### src/include/serial_cts_rx_irq_pkg.sv
// constants for the clear-to-send flow control and receive interrupt block
// =====================================================================
// Functional notes
// - flow control enable bit gates clear-to-send
// - clear-to-send high: finish frame, start none
// - transmit interrupt and buffer write continue while held
// - pending frame starts on next bit clock fall
// - i/o single buffer: interrupt after last edge
// - double buffer: interrupt on shift-to-buffer move
// - i/o double buffer: interrupt after last edge
// - both full: move and interrupt on read
// - no receive interrupt on overrun frame
// - fifo select 0: interrupt when level equals threshold
// - fifo select 1: interrupt on read, level >= threshold
package serial_cts_rx_irq_pkg;
  // =====================================================================
  // register byte offsets
  localparam logic [7:0] CTRL_OFS = 8'h00;
  localparam logic [7:0] STATUS_OFS = 8'h04;
  localparam logic [7:0] IRQ_STAT_OFS = 8'h08;
  localparam logic [7:0] IRQ_EN_OFS = 8'h0c;
  localparam logic [7:0] IRQ_CLR_OFS = 8'h10;
  localparam logic [7:0] TX_DATA_OFS = 8'h14;
  localparam logic [7:0] RX_DATA_OFS = 8'h18;
  // =====================================================================
  // control register fields
  localparam int FLOW_EN_BIT = 0;
  localparam int IO_MODE_BIT = 1;
  localparam int DBL_BUF_BIT = 2;
  localparam int FIFO_EN_BIT = 3;
  localparam int EDGE_SEL_BIT = 4;
  localparam int COND_SEL_BIT = 5;
  localparam int THR_LSB = 6;
  localparam int CTRL_W = 8;
  localparam logic [7:0] CTRL_RST = 8'h00;
  // =====================================================================
  // status register fields
  localparam int ST_RB_FULL_BIT = 0;
  localparam int ST_SH_FULL_BIT = 1;
  localparam int ST_TX_PEND_BIT = 2;
  localparam int ST_TX_BUSY_BIT = 3;
  localparam int ST_CTS_BIT = 4;
  localparam int ST_LVL_LSB = 8;
  // =====================================================================
  // interrupt status bits
  localparam int IRQ_RX_BIT = 0;
  localparam int IRQ_TX_BIT = 1;
  localparam int IRQ_OVR_BIT = 2;
  localparam int IRQ_W = 3;
  localparam logic [2:0] IRQ_RST = 3'h0;
  // =====================================================================
  // reset values and counts
  localparam logic [7:0] WORD_RST = 8'h00;
  localparam int FRAME_BITS_DEF = 8;
  localparam int FIFO_DEPTH_DEF = 4;
  localparam int DATA_W_DEF = 8;
  localparam int SYNC_STAGES = 3;
endpackage : serial_cts_rx_irq_pkg
### src/core/pin_sync.sv
// three-stage pin synchroniser that accepts a change once two stages agree
`timescale 1ns/1ns
module pin_sync #(
  parameter int WIDTH = 1
) (
  input wire logic core_clk,
  input wire logic rst_n,
  input wire logic [WIDTH-1:0] pin_in,
  output logic [WIDTH-1:0] pin_stable
);
  // =====================================================================
  // stage flops
  logic [WIDTH-1:0] s1_ff, s2_ff, s3_ff, stable_ff;
  logic [WIDTH-1:0] nxt_stable;

  // accept a bit only while the second and third stages agree
  always_comb begin
    for (int i = 0; i < WIDTH; i++) begin
      nxt_stable[i] = (s2_ff[i] == s3_ff[i]) ? s3_ff[i] : stable_ff[i];
    end
  end

  // register the chain; the first stage feeds only the second
  always_ff @(posedge core_clk or negedge rst_n) begin
    if (!rst_n) begin
      s1_ff <= '0;
      s2_ff <= '0;
      s3_ff <= '0;
      stable_ff <= '0;
    end else begin
      s1_ff <= pin_in;
      s2_ff <= s1_ff;
      s3_ff <= s2_ff;
      stable_ff <= nxt_stable;
    end
  end

  assign pin_stable = stable_ff;
endmodule : pin_sync

### src/core/serial_cts_rx_irq.sv
// clear-to-send transmit hold-off and receive interrupt timing for one channel
`timescale 1ns/1ns
module serial_cts_rx_irq #(
  parameter int DATA_W = serial_cts_rx_irq_pkg::DATA_W_DEF,
  parameter int FIFO_DEPTH = serial_cts_rx_irq_pkg::FIFO_DEPTH_DEF,
  parameter int FRAME_BITS = serial_cts_rx_irq_pkg::FRAME_BITS_DEF
) (
  input wire logic core_clk,
  input wire logic rst_n,
  input wire logic [7:0] reg_addr,
  input wire logic [31:0] reg_wdata,
  input wire logic reg_wr,
  input wire logic reg_rd,
  output logic [31:0] reg_rdata,
  input wire logic clear_to_send_input,
  input wire logic serial_clock_pin,
  input wire logic tx_bit_clock_fall,
  input wire logic tx_frame_done,
  input wire logic tx_irq_event,
  output logic tx_start,
  output logic [DATA_W-1:0] tx_word,
  input wire logic rx_stop_mid,
  input wire logic [DATA_W-1:0] rx_shift_word,
  output logic rx_interrupt,
  output logic tx_interrupt,
  output logic irq
);
  localparam int PTR_W = $clog2(FIFO_DEPTH);
  localparam int LVL_W = $clog2(FIFO_DEPTH + 1);
  localparam int CNT_W = $clog2(FRAME_BITS);

  // =====================================================================
  // parameter checks
  if (FIFO_DEPTH < 2 || (FIFO_DEPTH & (FIFO_DEPTH - 1)) != 0 || FIFO_DEPTH > 7) begin : bad_depth
    $error("fifo depth must be a power of two from 2 to 4");
  end
  if (DATA_W < 1 || DATA_W > 8 || FRAME_BITS < 2) begin : bad_width
    $error("data width must be 1 to 8 and frame at least 2 bits");
  end

  // level compare against the programmed threshold
  function automatic logic lvl_hit(input logic [LVL_W-1:0] lvl, input logic [1:0] thr,
                                   input logic ge_mode, input logic on_read);
    if (ge_mode) begin
      lvl_hit = on_read && (lvl >= LVL_W'(thr));
    end else begin
      lvl_hit = (lvl == LVL_W'(thr));
    end
  endfunction : lvl_hit

  // =====================================================================
  // pin synchronisers and serial clock edges
  logic [1:0] pins_stable;
  logic sclk_prev_ff;
  logic cts_hi, sclk_now, sclk_rise, sclk_fall;

  pin_sync #(.WIDTH(2)) u_pin_sync (
    .core_clk(core_clk),
    .rst_n(rst_n),
    .pin_in({serial_clock_pin, clear_to_send_input}),
    .pin_stable(pins_stable)
  );

  assign cts_hi = pins_stable[0];
  assign sclk_now = pins_stable[1];
  assign sclk_rise = sclk_now && !sclk_prev_ff;
  assign sclk_fall = !sclk_now && sclk_prev_ff;

  // =====================================================================
  // control and interrupt registers
  logic [serial_cts_rx_irq_pkg::CTRL_W-1:0] ctrl_ff, nxt_ctrl;
  logic [serial_cts_rx_irq_pkg::IRQ_W-1:0] irq_stat_ff, nxt_irq_stat, irq_en_ff, nxt_irq_en;
  logic [31:0] rdata_ff, nxt_rdata;
  logic flow_en, io_mode, dbl_buf, fifo_en, edge_sel, cond_sel;
  logic [1:0] thr;
  logic wr_ctrl, wr_en, wr_clr, wr_tx, rd_rx;
  logic rx_ev, ovr_ev;

  assign flow_en = ctrl_ff[serial_cts_rx_irq_pkg::FLOW_EN_BIT];
  assign io_mode = ctrl_ff[serial_cts_rx_irq_pkg::IO_MODE_BIT];
  assign dbl_buf = ctrl_ff[serial_cts_rx_irq_pkg::DBL_BUF_BIT];
  assign fifo_en = ctrl_ff[serial_cts_rx_irq_pkg::FIFO_EN_BIT];
  assign edge_sel = ctrl_ff[serial_cts_rx_irq_pkg::EDGE_SEL_BIT];
  assign cond_sel = ctrl_ff[serial_cts_rx_irq_pkg::COND_SEL_BIT];
  assign thr = ctrl_ff[serial_cts_rx_irq_pkg::THR_LSB +: 2];

  // address decode of strobes
  always_comb begin
    wr_ctrl = 1'b0;
    wr_en = 1'b0;
    wr_clr = 1'b0;
    wr_tx = 1'b0;
    rd_rx = 1'b0;
    if (reg_wr && reg_addr == serial_cts_rx_irq_pkg::CTRL_OFS) begin
      wr_ctrl = 1'b1;
    end else if (reg_wr && reg_addr == serial_cts_rx_irq_pkg::IRQ_EN_OFS) begin
      wr_en = 1'b1;
    end else if (reg_wr && reg_addr == serial_cts_rx_irq_pkg::IRQ_CLR_OFS) begin
      wr_clr = 1'b1;
    end else if (reg_wr && reg_addr == serial_cts_rx_irq_pkg::TX_DATA_OFS) begin
      wr_tx = 1'b1;
    end else if (reg_rd && reg_addr == serial_cts_rx_irq_pkg::RX_DATA_OFS) begin
      rd_rx = 1'b1;
    end
  end

  // =====================================================================
  // transmit hold-off
  logic tx_pend_ff, nxt_tx_pend, tx_busy_ff, nxt_tx_busy, tx_start_ff, nxt_tx_start;
  logic tx_int_ff, nxt_tx_int;
  logic [DATA_W-1:0] tx_buf_ff, nxt_tx_buf, tx_word_ff, nxt_tx_word;
  logic can_start;

  // a frame starts only at a bit clock fall and only while not held off
  assign can_start = tx_pend_ff && !tx_busy_ff && tx_bit_clock_fall && !(flow_en && cts_hi);

  always_comb begin
    nxt_tx_pend = tx_pend_ff;
    nxt_tx_busy = tx_busy_ff;
    nxt_tx_buf = tx_buf_ff;
    nxt_tx_word = tx_word_ff;
    nxt_tx_start = 1'b0;
    nxt_tx_int = tx_irq_event;
    if (tx_frame_done) begin
      nxt_tx_busy = 1'b0; // the frame in progress always completes
    end
    if (can_start) begin
      nxt_tx_start = 1'b1;
      nxt_tx_busy = 1'b1;
      nxt_tx_pend = 1'b0;
      nxt_tx_word = tx_buf_ff;
    end
    if (wr_tx && (!tx_pend_ff || can_start)) begin
      nxt_tx_buf = reg_wdata[DATA_W-1:0]; // word waits here while held
      nxt_tx_pend = 1'b1;
    end
  end

  always_ff @(posedge core_clk or negedge rst_n) begin
    if (!rst_n) begin
      tx_pend_ff <= 1'b0;
      tx_busy_ff <= 1'b0;
      tx_start_ff <= 1'b0;
      tx_int_ff <= 1'b0;
      tx_buf_ff <= '0;
      tx_word_ff <= '0;
    end else begin
      tx_pend_ff <= nxt_tx_pend;
      tx_busy_ff <= nxt_tx_busy;
      tx_start_ff <= nxt_tx_start;
      tx_int_ff <= nxt_tx_int;
      tx_buf_ff <= nxt_tx_buf;
      tx_word_ff <= nxt_tx_word;
    end
  end

  // =====================================================================
  // receive frame end, buffers and fifo
  logic [CNT_W-1:0] bit_cnt_ff, nxt_bit_cnt;
  logic sel_edge, frame_end;
  logic rb_full_ff, nxt_rb_full, sh_full_ff, nxt_sh_full, rx_int_ff;
  logic [DATA_W-1:0] rb_ff, nxt_rb, sh_ff, nxt_sh;
  logic [DATA_W-1:0] fifo_ff [FIFO_DEPTH];
  logic [DATA_W-1:0] nxt_fifo [FIFO_DEPTH];
  logic [PTR_W-1:0] wp_ff, nxt_wp, rp_ff, nxt_rp;
  logic [LVL_W-1:0] lvl_ff, nxt_lvl;
  logic fifo_push;

  // i/o mode ends a frame on the selected edge of the last bit; uart at stop middle
  assign sel_edge = io_mode && (edge_sel ? sclk_rise : sclk_fall);
  assign frame_end = io_mode ? (sel_edge && bit_cnt_ff == CNT_W'(FRAME_BITS - 1)) : rx_stop_mid;
  assign fifo_push = fifo_en && rb_full_ff && (lvl_ff < LVL_W'(FIFO_DEPTH) || (rd_rx && lvl_ff != '0));

  always_comb begin
    nxt_bit_cnt = bit_cnt_ff;
    if (!io_mode) begin
      nxt_bit_cnt = '0;
    end else if (frame_end) begin
      nxt_bit_cnt = '0;
    end else if (sel_edge) begin
      nxt_bit_cnt = bit_cnt_ff + CNT_W'(1);
    end
    nxt_rb_full = rb_full_ff;
    nxt_rb = rb_ff;
    nxt_sh_full = sh_full_ff;
    nxt_sh = sh_ff;
    nxt_fifo = fifo_ff;
    nxt_wp = wp_ff;
    nxt_rp = rp_ff;
    nxt_lvl = lvl_ff;
    rx_ev = 1'b0;
    ovr_ev = 1'b0;
    // software read of the receive data
    if (rd_rx && fifo_en) begin
      if (lvl_ff != '0) begin
        nxt_rp = rp_ff + PTR_W'(1);
        nxt_lvl = lvl_ff - LVL_W'(1);
        if (lvl_hit(nxt_lvl, thr, cond_sel, 1'b1)) begin
          rx_ev = 1'b1;
        end
      end
    end else if (rd_rx) begin
      nxt_rb_full = 1'b0;
      if (dbl_buf && sh_full_ff) begin
        nxt_rb = sh_ff; // waiting word moves on the read
        nxt_rb_full = 1'b1;
        nxt_sh_full = 1'b0;
        rx_ev = 1'b1;
      end
    end
    // buffer drains into the fifo
    if (fifo_push) begin
      nxt_fifo[wp_ff] = rb_ff;
      nxt_wp = wp_ff + PTR_W'(1);
      nxt_lvl = nxt_lvl + LVL_W'(1);
      nxt_rb_full = 1'b0;
      if (lvl_hit(nxt_lvl, thr, cond_sel, 1'b0)) begin
        rx_ev = 1'b1;
      end
    end
    // completed frame from the shift register
    if (frame_end) begin
      if (!nxt_rb_full) begin
        nxt_rb = rx_shift_word;
        nxt_rb_full = 1'b1;
        if (!fifo_en) begin
          rx_ev = 1'b1;
        end
      end else if (dbl_buf && !nxt_sh_full) begin
        nxt_sh = rx_shift_word;
        nxt_sh_full = 1'b1;
      end else begin
        ovr_ev = 1'b1; // word dropped, no receive interrupt
      end
    end
  end

  always_ff @(posedge core_clk or negedge rst_n) begin
    if (!rst_n) begin
      sclk_prev_ff <= 1'b0;
      bit_cnt_ff <= '0;
      rb_full_ff <= 1'b0;
      sh_full_ff <= 1'b0;
      rb_ff <= '0;
      sh_ff <= '0;
      for (int i = 0; i < FIFO_DEPTH; i++) begin
        fifo_ff[i] <= '0;
      end
      wp_ff <= '0;
      rp_ff <= '0;
      lvl_ff <= '0;
      rx_int_ff <= 1'b0;
    end else begin
      sclk_prev_ff <= sclk_now;
      bit_cnt_ff <= nxt_bit_cnt;
      rb_full_ff <= nxt_rb_full;
      sh_full_ff <= nxt_sh_full;
      rb_ff <= nxt_rb;
      sh_ff <= nxt_sh;
      fifo_ff <= nxt_fifo;
      wp_ff <= nxt_wp;
      rp_ff <= nxt_rp;
      lvl_ff <= nxt_lvl;
      rx_int_ff <= rx_ev; // one-cycle pulse per event
    end
  end

  // =====================================================================
  // register file and sticky interrupt status
  always_comb begin
    nxt_ctrl = wr_ctrl ? reg_wdata[serial_cts_rx_irq_pkg::CTRL_W-1:0] : ctrl_ff;
    nxt_irq_en = wr_en ? reg_wdata[serial_cts_rx_irq_pkg::IRQ_W-1:0] : irq_en_ff;
    nxt_irq_stat = irq_stat_ff;
    if (wr_clr) begin
      nxt_irq_stat = irq_stat_ff & ~reg_wdata[serial_cts_rx_irq_pkg::IRQ_W-1:0];
    end
    // a new event wins over a clear in the same cycle
    nxt_irq_stat[serial_cts_rx_irq_pkg::IRQ_RX_BIT] = nxt_irq_stat[serial_cts_rx_irq_pkg::IRQ_RX_BIT] | rx_ev;
    nxt_irq_stat[serial_cts_rx_irq_pkg::IRQ_TX_BIT] = nxt_irq_stat[serial_cts_rx_irq_pkg::IRQ_TX_BIT] | tx_irq_event;
    nxt_irq_stat[serial_cts_rx_irq_pkg::IRQ_OVR_BIT] = nxt_irq_stat[serial_cts_rx_irq_pkg::IRQ_OVR_BIT] | ovr_ev;
    nxt_rdata = 32'h0000_0000;
    if (reg_rd && reg_addr == serial_cts_rx_irq_pkg::CTRL_OFS) begin
      nxt_rdata[serial_cts_rx_irq_pkg::CTRL_W-1:0] = ctrl_ff;
    end else if (reg_rd && reg_addr == serial_cts_rx_irq_pkg::STATUS_OFS) begin
      nxt_rdata[serial_cts_rx_irq_pkg::ST_RB_FULL_BIT] = rb_full_ff;
      nxt_rdata[serial_cts_rx_irq_pkg::ST_SH_FULL_BIT] = sh_full_ff;
      nxt_rdata[serial_cts_rx_irq_pkg::ST_TX_PEND_BIT] = tx_pend_ff;
      nxt_rdata[serial_cts_rx_irq_pkg::ST_TX_BUSY_BIT] = tx_busy_ff;
      nxt_rdata[serial_cts_rx_irq_pkg::ST_CTS_BIT] = cts_hi;
      nxt_rdata[serial_cts_rx_irq_pkg::ST_LVL_LSB +: LVL_W] = lvl_ff;
    end else if (reg_rd && reg_addr == serial_cts_rx_irq_pkg::IRQ_STAT_OFS) begin
      nxt_rdata[serial_cts_rx_irq_pkg::IRQ_W-1:0] = irq_stat_ff;
    end else if (reg_rd && reg_addr == serial_cts_rx_irq_pkg::IRQ_EN_OFS) begin
      nxt_rdata[serial_cts_rx_irq_pkg::IRQ_W-1:0] = irq_en_ff;
    end else if (rd_rx) begin
      nxt_rdata[DATA_W-1:0] = fifo_en ? fifo_ff[rp_ff] : rb_ff;
    end
  end

  always_ff @(posedge core_clk or negedge rst_n) begin
    if (!rst_n) begin
      ctrl_ff <= serial_cts_rx_irq_pkg::CTRL_RST;
      irq_en_ff <= serial_cts_rx_irq_pkg::IRQ_RST;
      irq_stat_ff <= serial_cts_rx_irq_pkg::IRQ_RST;
      rdata_ff <= 32'h0000_0000;
    end else begin
      ctrl_ff <= nxt_ctrl;
      irq_en_ff <= nxt_irq_en;
      irq_stat_ff <= nxt_irq_stat;
      rdata_ff <= nxt_rdata;
    end
  end

  assign reg_rdata = rdata_ff;
  assign irq = |(irq_stat_ff & irq_en_ff);
  assign tx_start = tx_start_ff;
  assign tx_word = tx_word_ff;
  assign tx_interrupt = tx_int_ff;
  assign rx_interrupt = rx_int_ff;
endmodule : serial_cts_rx_irq

### config.mk
export PLATFORM = sky130hd
export DESIGN_NAME = serial_cts_rx_irq
export DESIGN_NICKNAME = d
export VERILOG_FILES = /design/src/include/serial_cts_rx_irq_pkg.sv /design/src/core/pin_sync.sv /design/src/core/serial_cts_rx_irq.sv
export SDC_FILE = /design/constraint.sdc
export NUM_CORES = 1
export LEC_CHECK = 0
export BUFFER_PORTS_ARGS = -buffer_cell sky130_fd_sc_hd__buf_2
export CAP_MARGIN = 20
export CORE_ASPECT_RATIO = 0.6
export CORE_UTILIZATION = 47
export DETAILED_ROUTE_END_ITERATION = 8
export MAX_ROUTING_LAYER = met4
export PLACE_DENSITY = 0.8
export RECOVER_POWER = 50
export SLEW_MARGIN = 20
export SYNTH_ARGS = -nofsm -noshare
export SYNTH_HDL_FRONTEND = slang
export SYNTH_HIERARCHICAL = 1
export SYNTH_SLANG_ARGS = --single-unit
### constraint.sdc
create_clock -name core_clk -period 2.3 [get_ports core_clk]
set_input_delay 0.115 -clock core_clk [delete_from_list [all_inputs] [get_ports core_clk]]
set_output_delay 0.115 -clock core_clk [all_outputs]
set_load 0.1 [all_outputs]
==> flow_summary_export.csv, run 1 <==
group,metric,value,unit
die,pin_count,102,
route,drtIter0Drc,331,
timing,tightest_slew,1.46,ns
synth,synthTopCellsByCount,"dfrtp_1, mux2_2, nand2_1",
pwr,swShare,31.4,%
pwr,p_clk_share,36.1,%
die,start_util,49.4,%
final_layout,antenna_cells,0,
global_routing,overflow,0,
route,drc_errors,0,
timing,finalSetupTns,0,ns
route,drt_wl_total,13000,um
worst_setup_path,cp.arrival,2.56,ns
worst_setup_path,cp_slowest_cell,"and4bb_4",
worst_setup_path,cp_slowest_stage_delay,0.40,ns
global_routing,antenna_found_initial,0,
synth,syn_avg_cell_area,12.4,sq um
synth,async_flop_share,100,%
synth,synth_edf_count,0,
worst_setup_path,critical_path_buf_inv_count,2,
synth,synth_top_area_share,53.9,%
pwr,powerDensity,1000,nW/um^2
synth,yosysSeqAreaShare,53.9,%
global_routing,grt_max_degree,49,
cts,htree_levels,4,
final_layout,nets,614,
route,antenna_left,0,
cts,insertion_delay,0.41,ns
final_layout,final_core_util,62.3,%
die,die_height,84.6,um
timing,rsz0062_at_grt,"yes",
global_routing,grt_pass1_vias,3952,
synth,synth_area,5340,sq um
placed_design,hpwl,8840,um
pwr,intPower,0.00464,W
cts,clk_path_buf_depth,2,
die,rows,29,
timing,slew_headroom,2.98,%
synth,synth_top_area_cell,"dfrtp_1",
timing,fin_crit_sh,98.9,%
final_layout,seq_area,2880,sq um
placed_design,place_congestion,0.872,
route,via_count,3798,
timing,clock.fmax,439,MHz
hold_path,holdPathStages,2,
pwr,p_switching,0.00213,W
cts,cts-root-buf,"clkbuf_16",
pwr,p_leak,3.32,nW
synth,ys_ff_latch,115,
cts,cts_buffers,17,
worst_setup_path,path_cells,"inv_2 > ha_4 > ha_4 > nand2b_4 > and4bb_4 > xnor2_4 > inv_2 > ha_4 > xor2_1 > nor2_1 > nand4_1 > nand2_1",
worst_setup_path,critPathKind,"reg2reg",
timing,setup_violations,0,
synth,ys_top_cells_by_area,"dfrtp_1, mux2_2, nand2_1",
worst_setup_path,crit_path_start_kind,"flop",
pwr,peakVddDrop,0.767,mV
timing,fin_crit,2.28,ns
pwr,p_seq_share,39.7,%
final_layout,multiInputGateArea,2360,sq um
pwr,p_comb_share,24.2,%
worst_setup_path,critPathCaptureType,"flop",
synth,synth.most_common_cell,"dfrtp_1",
placed_design,port_buffers,56,
cts,cts_tree,"yes",
cts,path_clk_slew,0.05,ns
synth,synth_warnings,6,
route,wl_per_cell,18.6,um
worst_setup_path,path_delay_family,"simple AND/OR/NAND/NOR gates",
worst_setup_path,path_common_cell,"ha_4",
timing,final-hold-violation-count,0,
final_layout,fill_cells,788,
final_layout,layout-drive-gt1-share,36.6,%
worst_setup_path,crit_required,2.59,ns
cts,clock_sinks,115,
die,design.core.area,10800,sq um
final_layout,fin_area,6730,sq um
global_routing,grt.total_usage,24.9,%
synth,syn_inst,431,
final_layout,area_growth,26.1,%
hold_path,hold_class,"in2reg",
synth,synthFlopType,"dfrtp_1",
route,vias_per_cell,5.46,
timing,final.setup_skew,0.00607,ns
final_layout,fin_cells,696,
global_routing,grt_first_pass_wirelength,21300,um
timing,drv_slew,0,
worst_setup_path,reg2regPathDepth,12,
worst_setup_path,cp_num_cells,12,
die,dieArea,11800,sq um
synth,synth.distinct_cells,49,
die,dieWidth,140,um
placed_design,dpl_cell_area,5940,sq um
route,firstDrtPassIters,5,
worst_setup_path,cp_max_fo,4,
status,outcome,"complete, no violations",
job,max_cap_violations,0,
placed_design,post-place-cells,640,
[sequential cells by signal, indices dropped and copies added (netlist names), 2 cells and up]
register               count
ctrl_ff                    8
tx_buf_ff                  8
fifo_ff                   32
u_pin_sync/s3_ff           2
rb_ff                      8
u_pin_sync/s2_ff           2
bit_cnt_ff                 3
rp_ff                      2
sh_ff                      8
lvl_ff                     3
irq_stat_ff                3
u_pin_sync/s1_ff           2
wp_ff                      2
reg_rdata                 11
irq_en_ff                  3
tx_word                    8
u_pin_sync/pin_stable      2
[routing by layer]
metal	track usage [%]	vias up	wire length (um)
met2	35.7	172	5740
met3	7.24	14	978
met1	34.7	1906	6110
li1	-	1706	-
met4	5.79	0	116
met5	-	-	0
[power groups by stage]
stage / Combinational, W / Clock [W] / Sequential [W]
finish: 0.00163 / 0.00244 / 0.00269
global route: 0.00177 / 0.00258 / 0.00273
CTS: 0.00151 / 0.00247 / 0.00267
detailed placement: 0.00146 / 0 / 0.00270
global placement: 0.00138 / 0 / 0.00266
floorplan: 0.00105 / 0 / 0.00269
[cell families after synthesis]
| kind of cell | count (synthesis) | share of synthesized area (%) |
|---|---|---|
| buffers and inverters | 46 | 4.83 |
| AND/OR/NAND/NOR | 108 | 10.2 |
| multiplexers | 88 | 20.4 |
| XOR/XNOR | 9 | 1.48 |
| AO/OA/AOI/OAI | 50 | 5.93 |
| other | 1 | 0.0702 |
| adder cells (fa/ha/maj) | 14 | 3.23 |
| flip-flops | 115 | 53.9 |
[placed cells by master, fill, tap and decap left out, types with 3 or more instances in the layout]
master         netlist  routed
dfrtp_1            115     115
buf_2                2      54
mux2_2              51      51
nand2_1             50      50
buf_4               22      27
a21oi_1             22      21
conb_1               1      21
nor2_1              20      19
mux2i_1             18      18
dlygate4sd3_1        0      18
clkbuf_16            0      17
inv_1               14      11
o21ai_0             10      10
ha_1                12       9
mux4_2               8       8
nor2b_1              8       8
mux2_4               8       8
nand3_1              5       5
nor3_1               4       4
xnor2_1              5       4
xor2_1               4       4
clkbuf_1             6       4
clkinv_2             0       4
inv_2                0       3
nand2b_1             4       3
a211oi_1             3       3
nand2_2              3       3
mux2_1               3       3
ha_4                 0       3
clkinvlp_4           0       3
[layout make-up]
cell class,count,area share [%]
clock inverter,12,1.60
tap,139,2.58
clock buffer,20,6.63
sequential,115,42.7
inverter,15,0.836
timing repair buffer,105,10.6
multi-input combinational,290,35.1
[through the flow]
step	total power, W	hold WS (ns)	setup slack (ns)
2_1_floorplan	0.00374	-0.181	-0.0151
6_report	0.00677	0.0516	0.0243
4_1_cts	0.00665	0.0243	0.0127
3_3_place_gp	0.00404	0.0420	0.0492
3_5_place_dp	0.00416	0.0524	-0.0180
5_1_grt	0.00708	0.0383	-0.0557
[worst reg2reg max path, delay by kind of cell (launching register included)]
| kind | cells | cell delay (ns) |
|---|---|---|
| and+or+nand+nor | 5 | 0.77 |
| adders and majority gates | 3 | 0.59 |
| buffers and inverters | 2 | 0.13 |
| xor gates and xnor gates | 2 | 0.30 |
| DFF | 1 | 0.38 |
[path summary, 6_finish.rpt]
| path | startpoint | end | slack [ns] |
|---|---|---|---|
| setup / recovery | lvl_ff[1] | rx_interrupt | 0.02 |
| hold / removal | reg_wdata[1] | tx_buf_ff[1] | 0.05 |
| setup reg to reg | lvl_ff[1] | rx_interrupt | 0.02 |
| hold reg to reg | u_pin_sync/s1_ff[0] | u_pin_sync/s2_ff[0] | 0.35 |
| max in group asynchronous | rst_n | reg_rdata[3] | 0.41 |
| min in group asynchronous | rst_n | reg_rdata[6] | 0.59 |
[what timing repair did]
action                                  CTS  global route
pin swaps                                 1             7
endpoints found under the setup margin    2            11
resized for setup                         0             7
hold buffers                             18             0
hold endpoints to repair                 99             0
buffers inserted                          1             5
Note: power is estimated with default switching activity, not from simulation.
==> inputs of run 2 (changes only) <==
--- a/config.mk
+++ b/config.mk
@@ -6,15 +6,13 @@
 export NUM_CORES = 1
 export LEC_CHECK = 0
 export BUFFER_PORTS_ARGS = -buffer_cell sky130_fd_sc_hd__buf_2
-export CAP_MARGIN = 20
 export CORE_ASPECT_RATIO = 0.6
 export CORE_UTILIZATION = 47
 export DETAILED_ROUTE_END_ITERATION = 8
 export MAX_ROUTING_LAYER = met4
-export PLACE_DENSITY = 0.8
+export PLACE_DENSITY = 0.77
 export RECOVER_POWER = 50
 export SLEW_MARGIN = 20
 export SYNTH_ARGS = -nofsm -noshare
 export SYNTH_HDL_FRONTEND = slang
-export SYNTH_HIERARCHICAL = 1
 export SYNTH_SLANG_ARGS = --single-unit
==> constraint.sdc (replaced) <==
create_clock -name core_clk -period 2.23 [get_ports core_clk]
set_input_delay 0.1115 -clock core_clk [delete_from_list [all_inputs] [get_ports core_clk]]
set_output_delay 0.1115 -clock core_clk [all_outputs]
set_load 0.1 [all_outputs]
==> flow_summary_export.csv, run 2 <==
group,metric,value,unit
status,outcome,"finished, violations left",
status,failed_checks,"setup timing",
worst_setup_path,crit_path_start_kind,"flop",
final_layout,fill_cells,832,
die,pin_count,102,
die,dieArea,12000,sq um
global_routing,busiest_layer,"met2",
route,via_count,3963,
route,drtIter0Drc,337,
worst_setup_path,cp_slowest_cell,"dfrtp_1",
synth,synth.most_common_cell,"dfrtp_1",
timing,tightest_slew,1.10,ns
synth,synthTopCellsByCount,"dfrtp_1, nand2_1, mux2_2",
worst_setup_path,path_common_cell,"ha_4",
synth,synth_edf_count,0,
global_routing,grt_max_degree,45,
worst_setup_path,critPathCaptureType,"flop",
pwr,powerDensity,1070,nW/um^2
pwr,p_comb_share,24.1,%
final_layout,fin_area,6930,sq um
final_layout,seq_area,2880,sq um
synth,synth_warnings,0,
route,drt_wl_total,13300,um
synth,ys_ff_latch,115,
worst_setup_path,cp_max_fo,3,
timing,final.setup_skew,0.00853,ns
timing,finalSetupTns,-0.0429,ns
pwr,p_switching,0.00232,W
global_routing,grt_first_pass_wirelength,21400,um
final_layout,multiInputGateArea,2440,sq um
synth,async_flop_share,100,%
pwr,p_seq_share,39.1,%
synth,yosysSeqAreaShare,52.9,%
synth,synth_area,5440,sq um
pwr,intPower,0.00510,W
worst_setup_path,path_cells,"inv_2 > ha_4 > ha_4 > nor2b_4 > nand4_1 > o21ai_2 > ha_4 > mux2i_1 > mux2_4 > a32oi_2 > nand2_1",
synth,syn_inst,440,
synth,synth_top_area_cell,"dfrtp_1",
synth,synth.distinct_cells,59,
die,start_util,49.8,%
synth,syn_avg_cell_area,12.4,sq um
worst_setup_path,crit_required,2.53,ns
final_layout,final_cell_mix,"dfrtp_1, nand2_1, buf_2, mux2_2, buf_4",
synth,ys_top_cells_by_area,"dfrtp_1, mux2_2, mux4_2",
global_routing,grtUsageMet1,34.3,%
synth,yosys.area_share.adder,3.13,%
hold_path,hold_class,"in2reg",
timing,drv_slew,0,
synth,synth_compound_area_share,5.89,%
route,antenna_left,0,
placed_design,hpwl,9200,um
cts,clk_path_buf_depth,2,
job,max_cap_violations,0,
cts,cts_buffers,17,
final_layout,antenna_cells,0,
final_layout,layout-drive-gt1-share,37.2,%
placed_design,dpl_cell_area,6070,sq um
worst_setup_path,cp_slowest_stage_delay,0.37,ns
final_layout,nets,629,
synth,synthSimpleGateAreaFrac,11.6,%
cts,insertion_delay,0.42,ns
timing,fin_hold_ws,0.0891,ns
final_layout,final_common_cell,"dfrtp_1",
route,wl_per_cell,18.3,um
timing,rsz0062_at_grt,"yes",
timing,clock.fmax,444,MHz
pwr,p_leak,3.51,nW
route,vias_per_cell,5.45,
cts,htree_levels,4,
cts,cts-root-buf,"clkbuf_16",
cts,cts_tree,"yes",
timing,setup_violations,2,
placed_design,place_congestion,0.923,
cts,clock_sinks,115,
die,design.core.area,10900,sq um
global_routing,antenna_found_initial,0,
route,firstDrtPassIters,5,
synth,synthFlopType,"dfrtp_1",
die,dieWidth,141,um
synth,synthMuxAreaShare,20.0,%
pwr,swShare,31.2,%
pwr,peakVddDrop,0.726,mV
timing,setup_slack,-0.0234,ns
timing,slew_headroom,26.6,%
worst_setup_path,critical_path_buf_inv_count,1,
worst_setup_path,critPathKind,"reg2reg",
die,rows,29,
pwr,p_clk_share,36.8,%
timing,final-hold-violation-count,0,
cts,path_clk_slew,0.05,ns
global_routing,grt.total_usage,25.1,%
global_routing,overflow,0,
die,die_height,85.3,um
final_layout,largest_register_ffs,32,
final_layout,largest_register,"fifo_ff",
global_routing,grt_util_met2,37.8,%
worst_setup_path,cp.arrival,2.56,ns
timing,fin_crit_sh,101,%
synth,synthXorXnorAreaFrac,1.45,%
final_layout,area_growth,27.4,%
timing,fin_crit,2.25,ns
synth,synth_top_area_share,52.9,%
route,drc_errors,0,
worst_setup_path,path_delay_family,"adder cells",
placed_design,pre_cts_ws,-0.145,ns
placed_design,port_buffers,56,
synth,synth_top_family_by_area,"multiplexers",
global_routing,met3_usage,5.30,%
global_routing,grt_pass1_vias,3990,
-- run 2: cell types whose count changed in the layout (fill, tap and decap cells not counted), sizes merged, moves of 3 or more --
| cell | before | now |
|---|---|---|
| nand2 | 53 | 59 |
| nor2 | 21 | 14 |
| o22ai | 1 | 4 |
| nand2b | 4 | 1 |
| dlygate4sd3 | 18 | 21 |
| mux2 | 62 | 59 |
| a21oi | 23 | 18 |
| a22oi | 0 | 3 |
-- run 2: kinds of logic after synthesis --
family	count (synthesis)
and+or+nand+nor	117
DFF	115
muxes	86
AOI/OAI and AO/OA	51
buffers and inverters	47
adders and majority gates	14
xor gates and xnor gates	9
other	1
-- run 2: layout make-up --
class,instances,share of cell area [%]
well taps,155,2.80
clock inverters,13,2.11
clock buffers,19,6.54
inverters,15,0.813
multi-input cells,298,35.3
flip-flops and latches,115,41.6
repair buffers,112,10.9
-- run 2: tightest hold or removal path: cells and delay by family --
family / cells / cell delay (ns)
buffers and inverters: 1 / 0.11
AND/OR/NAND/NOR: 2 / 0.24
-- run 2: path summary, 6_finish.rpt --
check	startpoint	end	slack [ns]	cells after the start
hold / removal	reg_rd	reg_rdata[9]	0.09	3
max in group asynchronous	rst_n	rb_ff[1]	0.44	3
hold reg to reg	u_pin_sync.s1_ff[1]	u_pin_sync.s2_ff[1]	0.35	0
setup reg to reg	lvl_ff[0]	rx_interrupt	-0.02	11
min in group asynchronous	rst_n	wp_ff[0]	0.44	2
setup / recovery	lvl_ff[0]	rx_interrupt	-0.02	11
-- run 2: per-stage QoR --
step / instances / util, % / total power (W)
global route: 727 / 63.4 / 0.00775
global placement: 668 / 55.6 / 0.00441
CTS: 726 / 63.5 / 0.00740
finish: 727 / 63.4 / 0.00742
floorplan: 460 / - / 0.00404
detailed placement: 668 / 55.6 / 0.00455
-- run 2: routing by layer --
metal	vias up	part of all wire (%)
li1	1763	-
met1	2014	46
met2	167	46
met3	19	6.6
met4	0	1.2
met5	-	0
-- run 2: repair_timing --
action	CTS	global route
setup endpoints to repair	2	11
hold buffers	21	0
hold endpoints to repair	76	0
setup buffers	5	1
pin swaps	7	3
resized for setup	6	4
-- run 2: power by group through the flow --
stage	sequential (W)	combinational (W)	clock [W]
after floorplan	0.00286	0.00118	0
after global placement	0.00287	0.00154	0
after detailed placement	0.00291	0.00164	0
after CTS	0.00289	0.00175	0.00276
after global routing	0.00295	0.00193	0.00286
final	0.00290	0.00179	0.00273
